--- config.mk ---
export PLATFORM = sky130hd
export DESIGN_NAME = hwg_top
export DESIGN_NICKNAME = d
export VERILOG_FILES = /design/src/common/hwg_pkg.sv /design/src/core/hwg_top.sv
export VERILOG_INCLUDE_DIRS = /design/src /design/src/common
export SDC_FILE = /design/constraint.sdc
export NUM_CORES = 1
export LEC_CHECK = 0
export BUFFER_PORTS_ARGS = -buffer_cell sky130_fd_sc_hd__buf_2
export CAP_MARGIN = 30
export CORE_MARGIN = 1
export CORE_UTILIZATION = 45
export CTS_CLUSTER_SIZE = 8
export DETAILED_ROUTE_END_ITERATION = 6
export SLEW_MARGIN = 30
export SYNTH_ARGS = -nofsm -noshare
export SYNTH_HDL_FRONTEND = slang
export SYNTH_SLANG_ARGS = --single-unit
--- constraint.sdc ---
create_clock -name clk -period 3.6 [get_ports clk]
set_clock_uncertainty 0.05 [all_clocks]
set_input_delay 0.54 -clock clk [delete_from_list [all_inputs] [get_ports clk]]
set_output_delay 0.54 -clock clk [all_outputs]
set_load 0.01 [all_outputs]
--- src/common/hwg_cfg.svh ---
// Offsets, fields, resets and timing of the haptic waveform generator
// Operation
// - Mixer whose source select holds 0x06 receives the haptic output.
// - Generator runs at the rate chosen by its rate field.
// - One select bit chooses rotating-mass or resonant output shaping.
// - Resonance divider is used only with the resonant actuator.
// - Mode bits 3:2: 00 off, 01 continuous, 10 one-shot, 11 reserved.
// - Writing trigger bit 4 in one-shot mode runs phases 1, 2, 3.
// - Each phase has its own duration and signed intensity.
// - Continuous mode uses only the middle step level.
// - Rotating-mass output is a DC level equal to the intensity.
// - Resonant output is AC; negative intensity inverts phase 180 degrees.
// - Phases count 0.625 ms steps, 9/11/9 bits; zero lasts no time (the code holds a zero-length phase for one clock cycle).
// - Each 8-bit intensity is two's complement, plus to minus full scale.
// - Half period is divider+1 base ticks; base clock chosen by rate.
// - Status bit 0 reads 1 while a one-shot profile runs.
`ifndef HWG_CFG_SVH
`define HWG_CFG_SVH
`define HWG_OFS_CTRL1    16'h0090
`define HWG_OFS_FREQ     16'h0091
`define HWG_OFS_P1_LVL   16'h0092
`define HWG_OFS_P1_LEN   16'h0093
`define HWG_OFS_P2_LVL   16'h0094
`define HWG_OFS_P2_LEN   16'h0095
`define HWG_OFS_P3_LVL   16'h0096
`define HWG_OFS_P3_LEN   16'h0097
`define HWG_OFS_STATUS   16'h0098
`define HWG_BIT_TRIG     4
`define HWG_BIT_ACT      1
`define HWG_MODE_HI      3
`define HWG_MODE_LO      2
`define HWG_RATE_HI      14
`define HWG_RATE_LO      11
`define HWG_MODE_OFF     2'h0
`define HWG_MODE_CONT    2'h1
`define HWG_MODE_SHOT    2'h2
`define HWG_FREQ_RST     15'h7fff
`define HWG_MIX_SRC      8'h06
`define HWG_STEP_PS      625000000
`define HWG_CLK_PS       5000
`define HWG_STEP_CYCLES  (`HWG_STEP_PS / `HWG_CLK_PS)
`endif

--- src/common/hwg_pkg.sv ---
// Types of the haptic waveform generator
package hwg_pkg;
   typedef enum logic [1:0] {ST_IDLE, ST_P1, ST_P2, ST_P3} hwg_state_t;

   typedef struct packed {
      logic [3:0]  rate;
      logic [1:0]  mode;
      logic        act;
      logic [14:0] freq;
      logic [7:0]  p1_lvl;
      logic [8:0]  p1_len;
      logic [7:0]  p2_lvl;
      logic [10:0] p2_len;
      logic [7:0]  p3_lvl;
      logic [8:0]  p3_len;
   } hwg_regs_t;
endpackage

--- src/core/hwg_top.sv ---
// Haptic waveform generator with its output FIFO
`timescale 1ns/100ps
`include "hwg_cfg.svh"

// ==========================================
// Sample FIFO
module hwg_fifo #(
   parameter int WIDTH = 24,
   parameter int DEPTH = 16
) (
   input  wire logic             clk,
   input  wire logic             rst_n,
   input  wire logic             in_valid,
   output logic                  in_ready,
   input  wire logic [WIDTH-1:0] in_data,
   output logic                  out_valid,
   input  wire logic             out_ready,
   output logic      [WIDTH-1:0] out_data
);
   localparam int AW = $clog2(DEPTH);
   logic [WIDTH-1:0] mem [DEPTH];
   logic [AW:0]      wr_ptr;
   logic [AW:0]      rd_ptr;
   logic             push;
   logic             pop;

   assign in_ready  = (wr_ptr - rd_ptr) != (AW+1)'(DEPTH);
   assign out_valid = wr_ptr != rd_ptr;
   assign push      = in_valid && in_ready;
   assign pop       = out_valid && out_ready;
   assign out_data  = mem[rd_ptr[AW-1:0]];

   always_ff @(posedge clk)
   begin
      if (push)
      begin
         mem[wr_ptr[AW-1:0]] <= in_data;
      end
   end

   always_ff @(posedge clk)
   begin
      if (!rst_n)
      begin
         wr_ptr <= '0;
         rd_ptr <= '0;
      end
      else
      begin
         if (push)
         begin
            wr_ptr <= wr_ptr + 1'b1;
         end
         if (pop)
         begin
            rd_ptr <= rd_ptr + 1'b1;
         end
      end
   end
endmodule

// ==========================================
// Generator
module hwg_top #(
   parameter int STEP_CYCLES = `HWG_STEP_CYCLES,
   parameter int FIFO_DEPTH  = 16
) (
   input  wire logic        clk,
   input  wire logic        rst_n,
   input  wire logic [15:0] reg_addr,
   input  wire logic        reg_wr,
   input  wire logic [15:0] reg_wdata,
   input  wire logic        reg_rd,
   output logic      [15:0] reg_rdata,
   input  wire logic        sys_base_tick,
   input  wire logic        async_base_tick,
   input  wire logic        sys_sample_tick,
   input  wire logic        async_sample_tick,
   input  wire logic [7:0]  mixer_input_select,
   output logic             mix_valid,
   input  wire logic        mix_ready,
   output logic      [23:0] mix_data
);
   // Level scaled to 24 bits, optionally negated with saturation
   function automatic logic [23:0] hwg_level(input logic [7:0] lvl, input logic inv);
      logic [23:0] v;
      v = {lvl, 16'h0000};
      if (!inv)
      begin
         return v;
      end
      if (v == 24'h800000)
      begin
         return 24'h7fffff;
      end
      return 24'h000000 - v;
   endfunction

   hwg_pkg::hwg_regs_t  regs;
   hwg_pkg::hwg_state_t state;
   logic [10:0] left;
   logic [31:0] step_cnt;
   logic        step_tick;
   logic [14:0] wave_cnt;
   logic        pol;
   logic        trig_wr;
   logic        ctrl_wr;
   logic        busy;
   logic        base_tick;
   logic        samp_tick;
   logic [7:0]  cur_lvl;
   logic        live;
   logic [23:0] sample;
   logic        gen_ready;
   logic        fifo_valid;
   logic        sel_hit;

   // ==========================================
   // Register writes
   assign ctrl_wr = reg_wr && reg_addr == `HWG_OFS_CTRL1;
   assign trig_wr = ctrl_wr && reg_wdata[`HWG_BIT_TRIG]
                    && reg_wdata[`HWG_MODE_HI:`HWG_MODE_LO] == `HWG_MODE_SHOT;

   always_ff @(posedge clk)
   begin
      if (!rst_n)
      begin
         regs      <= '0;
         regs.freq <= `HWG_FREQ_RST;
      end
      else if (reg_wr)
      begin
         unique case (reg_addr)
            `HWG_OFS_CTRL1:
            begin
               regs.rate <= reg_wdata[`HWG_RATE_HI:`HWG_RATE_LO];
               regs.mode <= reg_wdata[`HWG_MODE_HI:`HWG_MODE_LO];
               regs.act  <= reg_wdata[`HWG_BIT_ACT];
            end
            `HWG_OFS_FREQ:   regs.freq   <= reg_wdata[14:0];
            `HWG_OFS_P1_LVL: regs.p1_lvl <= reg_wdata[7:0];
            `HWG_OFS_P1_LEN: regs.p1_len <= reg_wdata[8:0];
            `HWG_OFS_P2_LVL: regs.p2_lvl <= reg_wdata[7:0];
            `HWG_OFS_P2_LEN: regs.p2_len <= reg_wdata[10:0];
            `HWG_OFS_P3_LVL: regs.p3_lvl <= reg_wdata[7:0];
            `HWG_OFS_P3_LEN: regs.p3_len <= reg_wdata[8:0];
            default:;
         endcase
      end
   end

   // ==========================================
   // Register reads, one cycle after the strobe
   always_ff @(posedge clk)
   begin
      if (!rst_n)
      begin
         reg_rdata <= '0;
      end
      else if (reg_rd)
      begin
         unique case (reg_addr)
            `HWG_OFS_CTRL1:  reg_rdata <= {1'b0, regs.rate, 6'h00, 1'b0,
                                           regs.mode, regs.act, 1'b0};
            `HWG_OFS_FREQ:   reg_rdata <= {1'b0, regs.freq};
            `HWG_OFS_P1_LVL: reg_rdata <= {8'h00, regs.p1_lvl};
            `HWG_OFS_P1_LEN: reg_rdata <= {7'h00, regs.p1_len};
            `HWG_OFS_P2_LVL: reg_rdata <= {8'h00, regs.p2_lvl};
            `HWG_OFS_P2_LEN: reg_rdata <= {5'h00, regs.p2_len};
            `HWG_OFS_P3_LVL: reg_rdata <= {8'h00, regs.p3_lvl};
            `HWG_OFS_P3_LEN: reg_rdata <= {7'h00, regs.p3_len};
            `HWG_OFS_STATUS: reg_rdata <= {15'h0000, busy};
            default:         reg_rdata <= '0;
         endcase
      end
   end

   // ==========================================
   // Rate and base clock selection
   // rate picks clock source
   assign base_tick = regs.rate[3] ? async_base_tick : sys_base_tick;
   assign samp_tick = regs.rate[3] ? async_sample_tick : sys_sample_tick;

   // ==========================================
   // Phase step timer
   assign step_tick = step_cnt == 32'(STEP_CYCLES - 1);

   always_ff @(posedge clk)
   begin
      if (!rst_n || trig_wr || state == hwg_pkg::ST_IDLE || step_tick)
      begin
         step_cnt <= '0;
      end
      else
      begin
         step_cnt <= step_cnt + 32'd1;
      end
   end

   // ==========================================
   // One-shot sequencer
   always_ff @(posedge clk)
   begin
      if (!rst_n)
      begin
         state <= hwg_pkg::ST_IDLE;
         left  <= '0;
      end
      else if (regs.mode != `HWG_MODE_SHOT && !trig_wr)
      begin
         state <= hwg_pkg::ST_IDLE;
      end
      else if (trig_wr)
      begin
         state <= hwg_pkg::ST_P1;
         left  <= {2'b00, regs.p1_len};
      end
      else
      begin
         unique case (state)
            hwg_pkg::ST_IDLE:;
            hwg_pkg::ST_P1:
            if (left == '0)
            begin
               state <= hwg_pkg::ST_P2;
               left  <= regs.p2_len;
            end
            hwg_pkg::ST_P2:
            if (left == '0)
            begin
               state <= hwg_pkg::ST_P3;
               left  <= {2'b00, regs.p3_len};
            end
            hwg_pkg::ST_P3:
            if (left == '0)
            begin
               state <= hwg_pkg::ST_IDLE;
            end
         endcase
         if (left != '0 && step_tick)
         begin
            left <= left - 11'd1;
         end
      end
   end

   assign busy = state != hwg_pkg::ST_IDLE;

   // ==========================================
   // Resonant half-period divider
   always_ff @(posedge clk)
   begin
      if (!rst_n || !regs.act)
      begin
         wave_cnt <= '0;
         pol      <= 1'b0;
      end
      else if (base_tick)
      begin
         if (wave_cnt >= regs.freq)
         begin
            wave_cnt <= '0;
            pol      <= ~pol;
         end
         else
         begin
            wave_cnt <= wave_cnt + 15'd1;
         end
      end
   end

   // ==========================================
   // Sample shaping
   always_comb
   begin
      cur_lvl = regs.p2_lvl;
      live    = 1'b0;
      if (regs.mode == `HWG_MODE_CONT)
      begin
         live = 1'b1;
      end
      else if (regs.mode == `HWG_MODE_SHOT)
      begin
         live = busy;
         unique case (state)
            hwg_pkg::ST_P1:   cur_lvl = regs.p1_lvl;
            hwg_pkg::ST_P3:   cur_lvl = regs.p3_lvl;
            default:          cur_lvl = regs.p2_lvl;
         endcase
      end
      sample = live ? hwg_level(cur_lvl, regs.act && pol) : 24'h000000;
   end

   // ==========================================
   // Output FIFO and mixer port
   // only a matching source select drains
   assign sel_hit   = mixer_input_select == `HWG_MIX_SRC;
   assign mix_valid = fifo_valid && sel_hit;

   hwg_fifo #(
      .WIDTH (24),
      .DEPTH (FIFO_DEPTH)
   ) u_fifo (
      .clk       (clk),
      .rst_n     (rst_n),
      .in_valid  (samp_tick),
      .in_ready  (gen_ready),
      .in_data   (sample),
      .out_valid (fifo_valid),
      .out_ready (mix_ready && sel_hit),
      .out_data  (mix_data)
   );

   // ==========================================
   // Checks
   property p_sel;
      @(posedge clk) disable iff (!rst_n) mix_valid |-> mixer_input_select == 8'h06;
   endproperty
   a_sel: assert property (p_sel) else $error("valid without source 6");

   property p_rate;
      @(posedge clk) disable iff (!rst_n)
      !(regs.rate[3] ? async_sample_tick : sys_sample_tick) |=> $stable(u_fifo.wr_ptr);
   endproperty
   a_rate: assert property (p_rate) else $error("sample off rate");

   property p_off;
      @(posedge clk) disable iff (!rst_n)
      (regs.mode == 2'h0 && !reg_wr) |=> state == hwg_pkg::ST_IDLE;
   endproperty
   a_off: assert property (p_off) else $error("disabled but running");

   property p_trig;
      @(posedge clk) disable iff (!rst_n) trig_wr |=> state == hwg_pkg::ST_P1;
   endproperty
   a_trig: assert property (p_trig) else $error("trigger missed");

   property p_ignore;
      @(posedge clk) disable iff (!rst_n)
      (ctrl_wr && reg_wdata[4] && reg_wdata[3:2] != 2'h2 && !busy) |=> !busy;
   endproperty
   a_ignore: assert property (p_ignore) else $error("trigger not ignored");

   property p_status;
      @(posedge clk) disable iff (!rst_n)
      (reg_rd && reg_addr == 16'h0098) |=> reg_rdata[0] == $past(busy);
   endproperty
   a_status: assert property (p_status) else $error("status mismatch");

   property p_cont;
      @(posedge clk) disable iff (!rst_n)
      (regs.mode == 2'h1 && !regs.act) |-> sample == {regs.p2_lvl, 16'h0000};
   endproperty
   a_cont: assert property (p_cont) else $error("continuous level wrong");

   property p_zero;
      @(posedge clk) disable iff (!rst_n)
      (state == hwg_pkg::ST_P3 && left == '0 && !ctrl_wr && regs.mode == 2'h2)
      |=> !busy && sample == 24'h0;
   endproperty
   a_zero: assert property (p_zero) else $error("output after phase 3");

   property p_shot_end;
      @(posedge clk) disable iff (!rst_n) busy ##1 !busy;
   endproperty
   c_shot_end: cover property (p_shot_end);

   property p_full;
      @(posedge clk) disable iff (!rst_n) !gen_ready;
   endproperty
   c_full: cover property (p_full);

   property p_ac_flip;
      @(posedge clk) disable iff (!rst_n) regs.act && $changed(pol) && live;
   endproperty
   c_ac_flip: cover property (p_ac_flip);
endmodule

# Yosys cells after proc, flatten, opt, wreduce, memory -nomap -nowiden
# Memories as Yosys holds them, arrays and structs flattened. A register that Yosys moved wholly into a read port is not among the register bits.
# Cells that the tools add are included.
[word_totals]
ff_bits = 162
mem_bits_rw = 384
input_bits = 49
out_inout_bits = 41
elab_cells = 128
mem_count = 1
[memory_table]
columns = ["name", "depth", "word_bits", "rd", "rd_clocked_by_memory_dff", "write_ports", "line", "rtl"]
rows = [
  ["u_fifo.mem", 16, 24, 1, 1, 1, "hwg_top.sv:21", "logic [WIDTH-1:0] mem [DEPTH];"],
]
[op_classes]
addsub = 7
order_cmp = 1
n_eq_ne = 29
mux = 30
n_bitwise = 3
n_reduce_logical = 38
[ops]
columns = ["op", "n"]
rows = [
  ["$eq 16x8->1 const B", 9],
  ["$pmux 15 s9", 1],
  ["$mux 24", 5],
  ["$mux 11", 4],
  ["$add 32x1->32 const B", 1],
  ["$eq 32x17->1 const B", 1],
  ["$sub 1x24->24 const A", 1],
  ["$pmux 11 s2", 1],
  ["$reduce_and 2->1", 9],
  ["$mux 8", 2],
  ["$pmux 8 s2", 1],
  ["$add 15x1->15 const B", 1],
  ["$ge 15x15->1", 1],
  ["$mux 15", 1],
  ["$reduce_and 4->1", 3],
  ["$logic_not 11->1", 1],
  ["$reduce_bool 11->1", 1],
  ["$sub 11x1->11 const B", 1],
  ["$add 5x1->5 const B", 2],
  ["$logic_and 1x1->1", 10],
  ["$mux 1", 9],
  ["$ne 3x3->1 const B", 3],
  ["$eq 2x2->1 const B", 4],
  ["$eq 8x3->1 const B", 1],
  ["other kinds (19)", 35],
]

# Longest topological paths before layout
[logic_depth]
depth_word = 10
mapped_depth = 12
ltp_nobuf = 9

# Cells and area by module
# From an unflattened synthesis, not the netlist that was laid out.
[hier_totals]
hier_cells = 1595
hier_area_um2 = 23045.9
[modules_own_cells]
columns = ["module", "instances", "cells_each", "area_each_um2", "seq_area_each_um2"]
rows = [
  ["hwg_fifo", 1, 636, 15257.1, 11811.3],
  ["hwg_top", 1, 959, 7788.7, 3022.9],
]

# Worst setup path before layout
# OpenSTA, ideal clock, no wires.
[synth_path]
path_type = "reg-to-reg"
startpoint = "reg state[1]"
endpoint = "mem u_fifo.mem[0][22], data pin"
setup_ps = 340
t_arrival_ps = 2730
required_time_ps = 3210
setup_slack_ps = 480
stages_incl_launch_ff = 11
path_buffers = 2
period_less_slack_ps = 3120
cell_sequence = "dfxtp_1 > clkbuf_1 > buf_1 > mux2i_1 > nor2_1 > a21oi_1 > ha_1 > inv_1 > a211oi_1 > nor3_1 > a211oi_1"
[synth_via]
elab_chain_cells = 10
elab_cells_between_ends = 17
classes_between = "add/sub: 1; eq/ne: 3; mux: 12; reduce/logical: 1"
[synth_rtl]
columns = ["item", "line", "rtl"]
rows = [
  ["start: declaration", "hwg_top.sv:100", "hwg_pkg::hwg_state_t state;"],
  ["start signal: assignment", "hwg_top.sv:206", "state <= hwg_pkg::ST_IDLE;"],
  ["start signal: assignment", "hwg_top.sv:211", "state <= hwg_pkg::ST_IDLE;"],
  ["start signal: assignment", "hwg_top.sv:215", "state <= hwg_pkg::ST_P1;"],
  ["branches (longest 9 deep; another with $sub 1x24->24)", "n/a", ""],
  ["$mux 24 (*)", "hwg_top.sv:291", "sample = live ? hwg_level(cur_lvl, regs.act && pol) : 24'h000000;"],
  ["net sample[22]", "hwg_top.sv:113", "logic [23:0] sample;"],
  ["end: declaration", "hwg_top.sv:21", ""],
]
# Mark *: on every way through the listed nets, which the timed path passes. The select of a mux whose other input is x is not followed.

==> out/metrics.csv <==
stage;metric;value;unit
run_status;outcome;finished, final reports clean;
synth;async_flop_share;0;%
floorplanning;die_height;180.8;microns
worst_setup_path;cp_num_buf_inv;2;
synth;yosys_warnings;0;
synth;yosysSeqAreaShare;53.01;%
detailed_routing;met2_length;15750;microns
floorplanning;die_area;0.03269;sq mm
final_layout;fill_cells;2742;
detailed_routing;drcViolationCount;0;
worst_setup_path;critical-path-max-stage-delay;0.69;ns
synth;synth_seq_cells;309;
clocking;clock_path_buffers;3;
placed_design;post_dp_cell_area;0.01517;sq mm
timing;layout_min_cycle_time;3.297;ns
timing;fmax;303.3;MHz
detailed_routing;wirelength;33210;microns
synth;synth-compound-area-share;7.513;%
worst_hold_path;hold_path_depth;3;
detailed_routing;met1_length;15240;microns
worst_setup_path;worst_path_max_delay_cell;dfxtp_2;
synth;yosys-top-cells-area;edfxtp_1 30%, dfxtp_1 23%, mux4_2 7.5%, mux2i_1 5.1%, nand2_1 2.6%;
timing;timing.final.crit_share;91.58;%
worst_setup_path;path_cells;buf_12 > mux4_2 > mux4_2 > buf_2;
timing;finalMaxSlewViolations;0;
clocking;post_cts_buffers;0;
detailed_routing;wl_met3;1375;microns
worst_setup_path;crit_fanout;15;
synth;yosysTopAreaCell;edfxtp_1;
worst_setup_path;cp_top_family;multiplexers;
final_layout;stdcell_area;0.01642;sq mm
detailed_routing;first_pass_iters;5;
synth;synth_top_area_share;30.05;%
floorplanning;core_area;0.03147;sq mm
placed_design;place_inst;1669;
synth;syn_avg_cell_area;11.71;sq um
global_route;grt_pass1_wl;52580;microns
final_layout;area_growth;14.11;%
worst_setup_path;path_depth;4;
clocking;insertion_delay;0.54;ns
detailed_routing;viasPerCell;5.520;
power_and_ir_drop;peakVddDrop;0.0003787;V
synth;synth_xor_area_share;3.896;%
synth;synthesis.area;0.01439;sq mm
clocking;post_cts_resized;0;
detailed_routing;post_drt_wl_per_cell;19.10;microns
timing;worst_pin_slew;0.8444;ns
worst_setup_path;crit_type;reg -> out;
power_and_ir_drop;power;7.726;mW
clocking;cts.clk_slew.worst_paths;0.05;ns
worst_setup_path;worstPathArrival;2.71;ns
power_and_ir_drop;power.density;470.5;mW/mm^2
global_route;grt_max_degree;48;
timing;setup_tns;0;ns
timing;finalHoldWorstSlack;0.1991;ns
synth;synth-simple-area-share;16.57;%
detailed_routing;top_layer_used;met5;
floorplanning;boundaryPins;90;
synth;postSynthCellCount;1229;
worst_setup_path;crit_top_cell;mux4_2;
detailed_routing;vias;9599;
global_route;grt.total_usage;20.53;%
power_and_ir_drop;p_leak;5.941;nW
worst_setup_path;cp.required;3.01;ns
timing;rsz0062_at_grt;no;
placed_design;dp_hpwl;22770;microns
flow_run;maxCapViolCount;0;
clocking;holdBufCountCts;0;
worst_setup_path;r2r.worst_path.cells;8;
clocking;cts.sinks;309;
final_layout;antennaDiodeCount;0;
clocking;ctsHtreeMaxLevel;2;
global_route;first_global_vias;9298;
synth;synth_nets;1306;
timing;final_hold_viol_count;0;
floorplanning;die_w;180.8;microns
final_layout;fin_nets;1390;
placed_design;numPortBuffers;87;
detailed_routing;dr.first_iter.drc_count;615;
floorplanning;start_util;45.72;%
global_route;antenna_found_initial;1;
floorplanning;num_rows;65;
clocking;cts_tree;yes;
worst_hold_path;hold_path.class;in -> reg;
synth;synth_edf_count;144;
clocking;cts_buffers;44;
timing;setup_violations;0;
final_layout;layout-drive-gt1-share;18.10;%
final_layout;stdcell_count;1739;
clocking;cts_root_buf;clkbuf_16;
detailed_routing;final_antenna_net_count;0;
synth;muxShareOfSynthArea;12.90;%
timing;relSlewSlack;43.23;%
synth;synthAdderAreaFrac;2.435;%
global_route;grt-ovfl-total;0;
synth;synth_cell_type_count;74;
synth;synth_flop_cell;dfxtp_1;
worst_setup_path;endpoint_kind;output pin;
synth;synth_top_family_by_area;simple AND/OR/NAND/NOR gates;
worst_setup_path;start_kind;flip-flop;
placed_design;place_congestion;0.8309;
## tightest hold or removal path: stages
cell	delay (ns)
buf_2	0.09
nand2_1	0.05
o211ai_1	0.08
## layout by cell type (no fill, tap or decap), types with 17 or more instances in the layout
| cell type | instances |
|---|---|
| mux4_2 | 48 |
| o211ai_1 | 18 |
| xnor2_1 | 37 |
| nand3_1 | 50 |
| ha_1 | 28 |
| buf_4 | 28 |
| a21boi_0 | 17 |
| nor2b_1 | 53 |
| o21ai_0 | 26 |
| nor2_1 | 83 |
| inv_1 | 30 |
| xor2_1 | 27 |
| mux2i_1 | 73 |
| nand2_1 | 101 |
| a21oi_1 | 32 |
| clkbuf_1 | 23 |
| and3_1 | 22 |
| dfxtp_1 | 164 |
| clkbuf_16 | 44 |
| nor3_1 | 19 |
| buf_2 | 87 |
| edfxtp_1 | 144 |
## power by group
part / leakage (nW) / internal (mW) / switching, mW / total (mW)
sequential: 2.80 / 3.69 / 0.0101 / 3.70
clock: 0.597 / 2.26 / 1.50 / 3.76
combinational: 2.55 / 0.108 / 0.160 / 0.268
## logic make-up (layout without fill, tap and decap cells)
group	after synthesis	after routing
DFF	309	309
buffers and inverters	109	217
AOI/OAI and AO/OA	160	160
and+or+nand+nor	433	433
adders and majority gates	28	28
muxes	125	125
xor gates and xnor gates	64	64
other	1	1
## area by class of cell
| class | instances | area [sq um] | area share [%] |
|---|---|---|---|
| Multi-Input combinational cell | 811 | 6236 | 37.98 |
| Timing Repair Buffer | 117 | 685.7 | 4.176 |
| Clock buffer | 67 | 1187 | 7.232 |
| Sequential cell | 309 | 7629 | 46.46 |
| Inverter | 30 | 112.6 | 0.6858 |
| Clock inverter | 3 | 66.31 | 0.4039 |
| Tap cell | 402 | 503.0 | 3.063 |
## registers in the layout, indices dropped and copies added (netlist names), named ones only
register and cells:
reg_rdata 15, wave_cnt 15, pol 1, left 11
step_cnt 32, u_fifo.mem 144, u_fifo.rd_ptr 5, state 2
regs 75, u_fifo.wr_ptr 5
## per-stage QoR
| step | util [%] | setup WS (ns) |
|---|---|---|
| 2_1_floorplan | - | 0.4800 |
| 3_3_place_gp | 48.19 | 0.5961 |
| 3_5_place_dp | 48.19 | 0.5517 |
| 4_1_cts | 52.17 | 0.2411 |
| 5_1_grt | 52.17 | 0.1940 |
| 6_report | 52.17 | 0.3030 |
## path summary, 6_finish.rpt
path | start | to | slack (ns)
worst max register to register | left[0] | left[7] | 0.78
worst min-delay path | reg_wdata[13] | regs[66] | 0.20
worst max-delay path | flip-flop | mix_data[23] | 0.30
worst min register to register | reg_rdata[4] | reg_rdata[4] | 0.39
## per-layer routing
layer / GRT usage, % / up-vias
li1: - / 4671
met1: 27.70 / 4625
met2: 33.98 / 238
met3: 3.124 / 63
met4: 6.427 / 2
met5: 0 / -
## synthesized netlist by cell type, types with 4 or more instances
master	count
nand4_1	9
xnor2_1	37
inv_1	30
mux2_2	4
xor2_1	27
o21ai_0	26
nor2_1	83
ha_1	28
a21boi_0	17
dfxtp_1	165
or3_1	5
nor4_1	13
nor3_1	19
o211ai_1	18
and2_1	10
mux4_2	48
a22oi_1	10
nor2b_1	53
nor4_4	4
buf_1	9
mux2i_1	73
a21boi_1	7
or4_1	8
a222oi_1	6
a21oi_1	32
a21o_1	12
buf_4	24
nor2_4	4
a31oi_1	8
nand2_1	101
edfxtp_1	144
and4_1	5
a221oi_1	4
nor3b_1	4
clkbuf_1	40
and3_1	22
nand3_1	50
nand2b_1	15
Note: power is estimated with default switching activity, not from simulation.
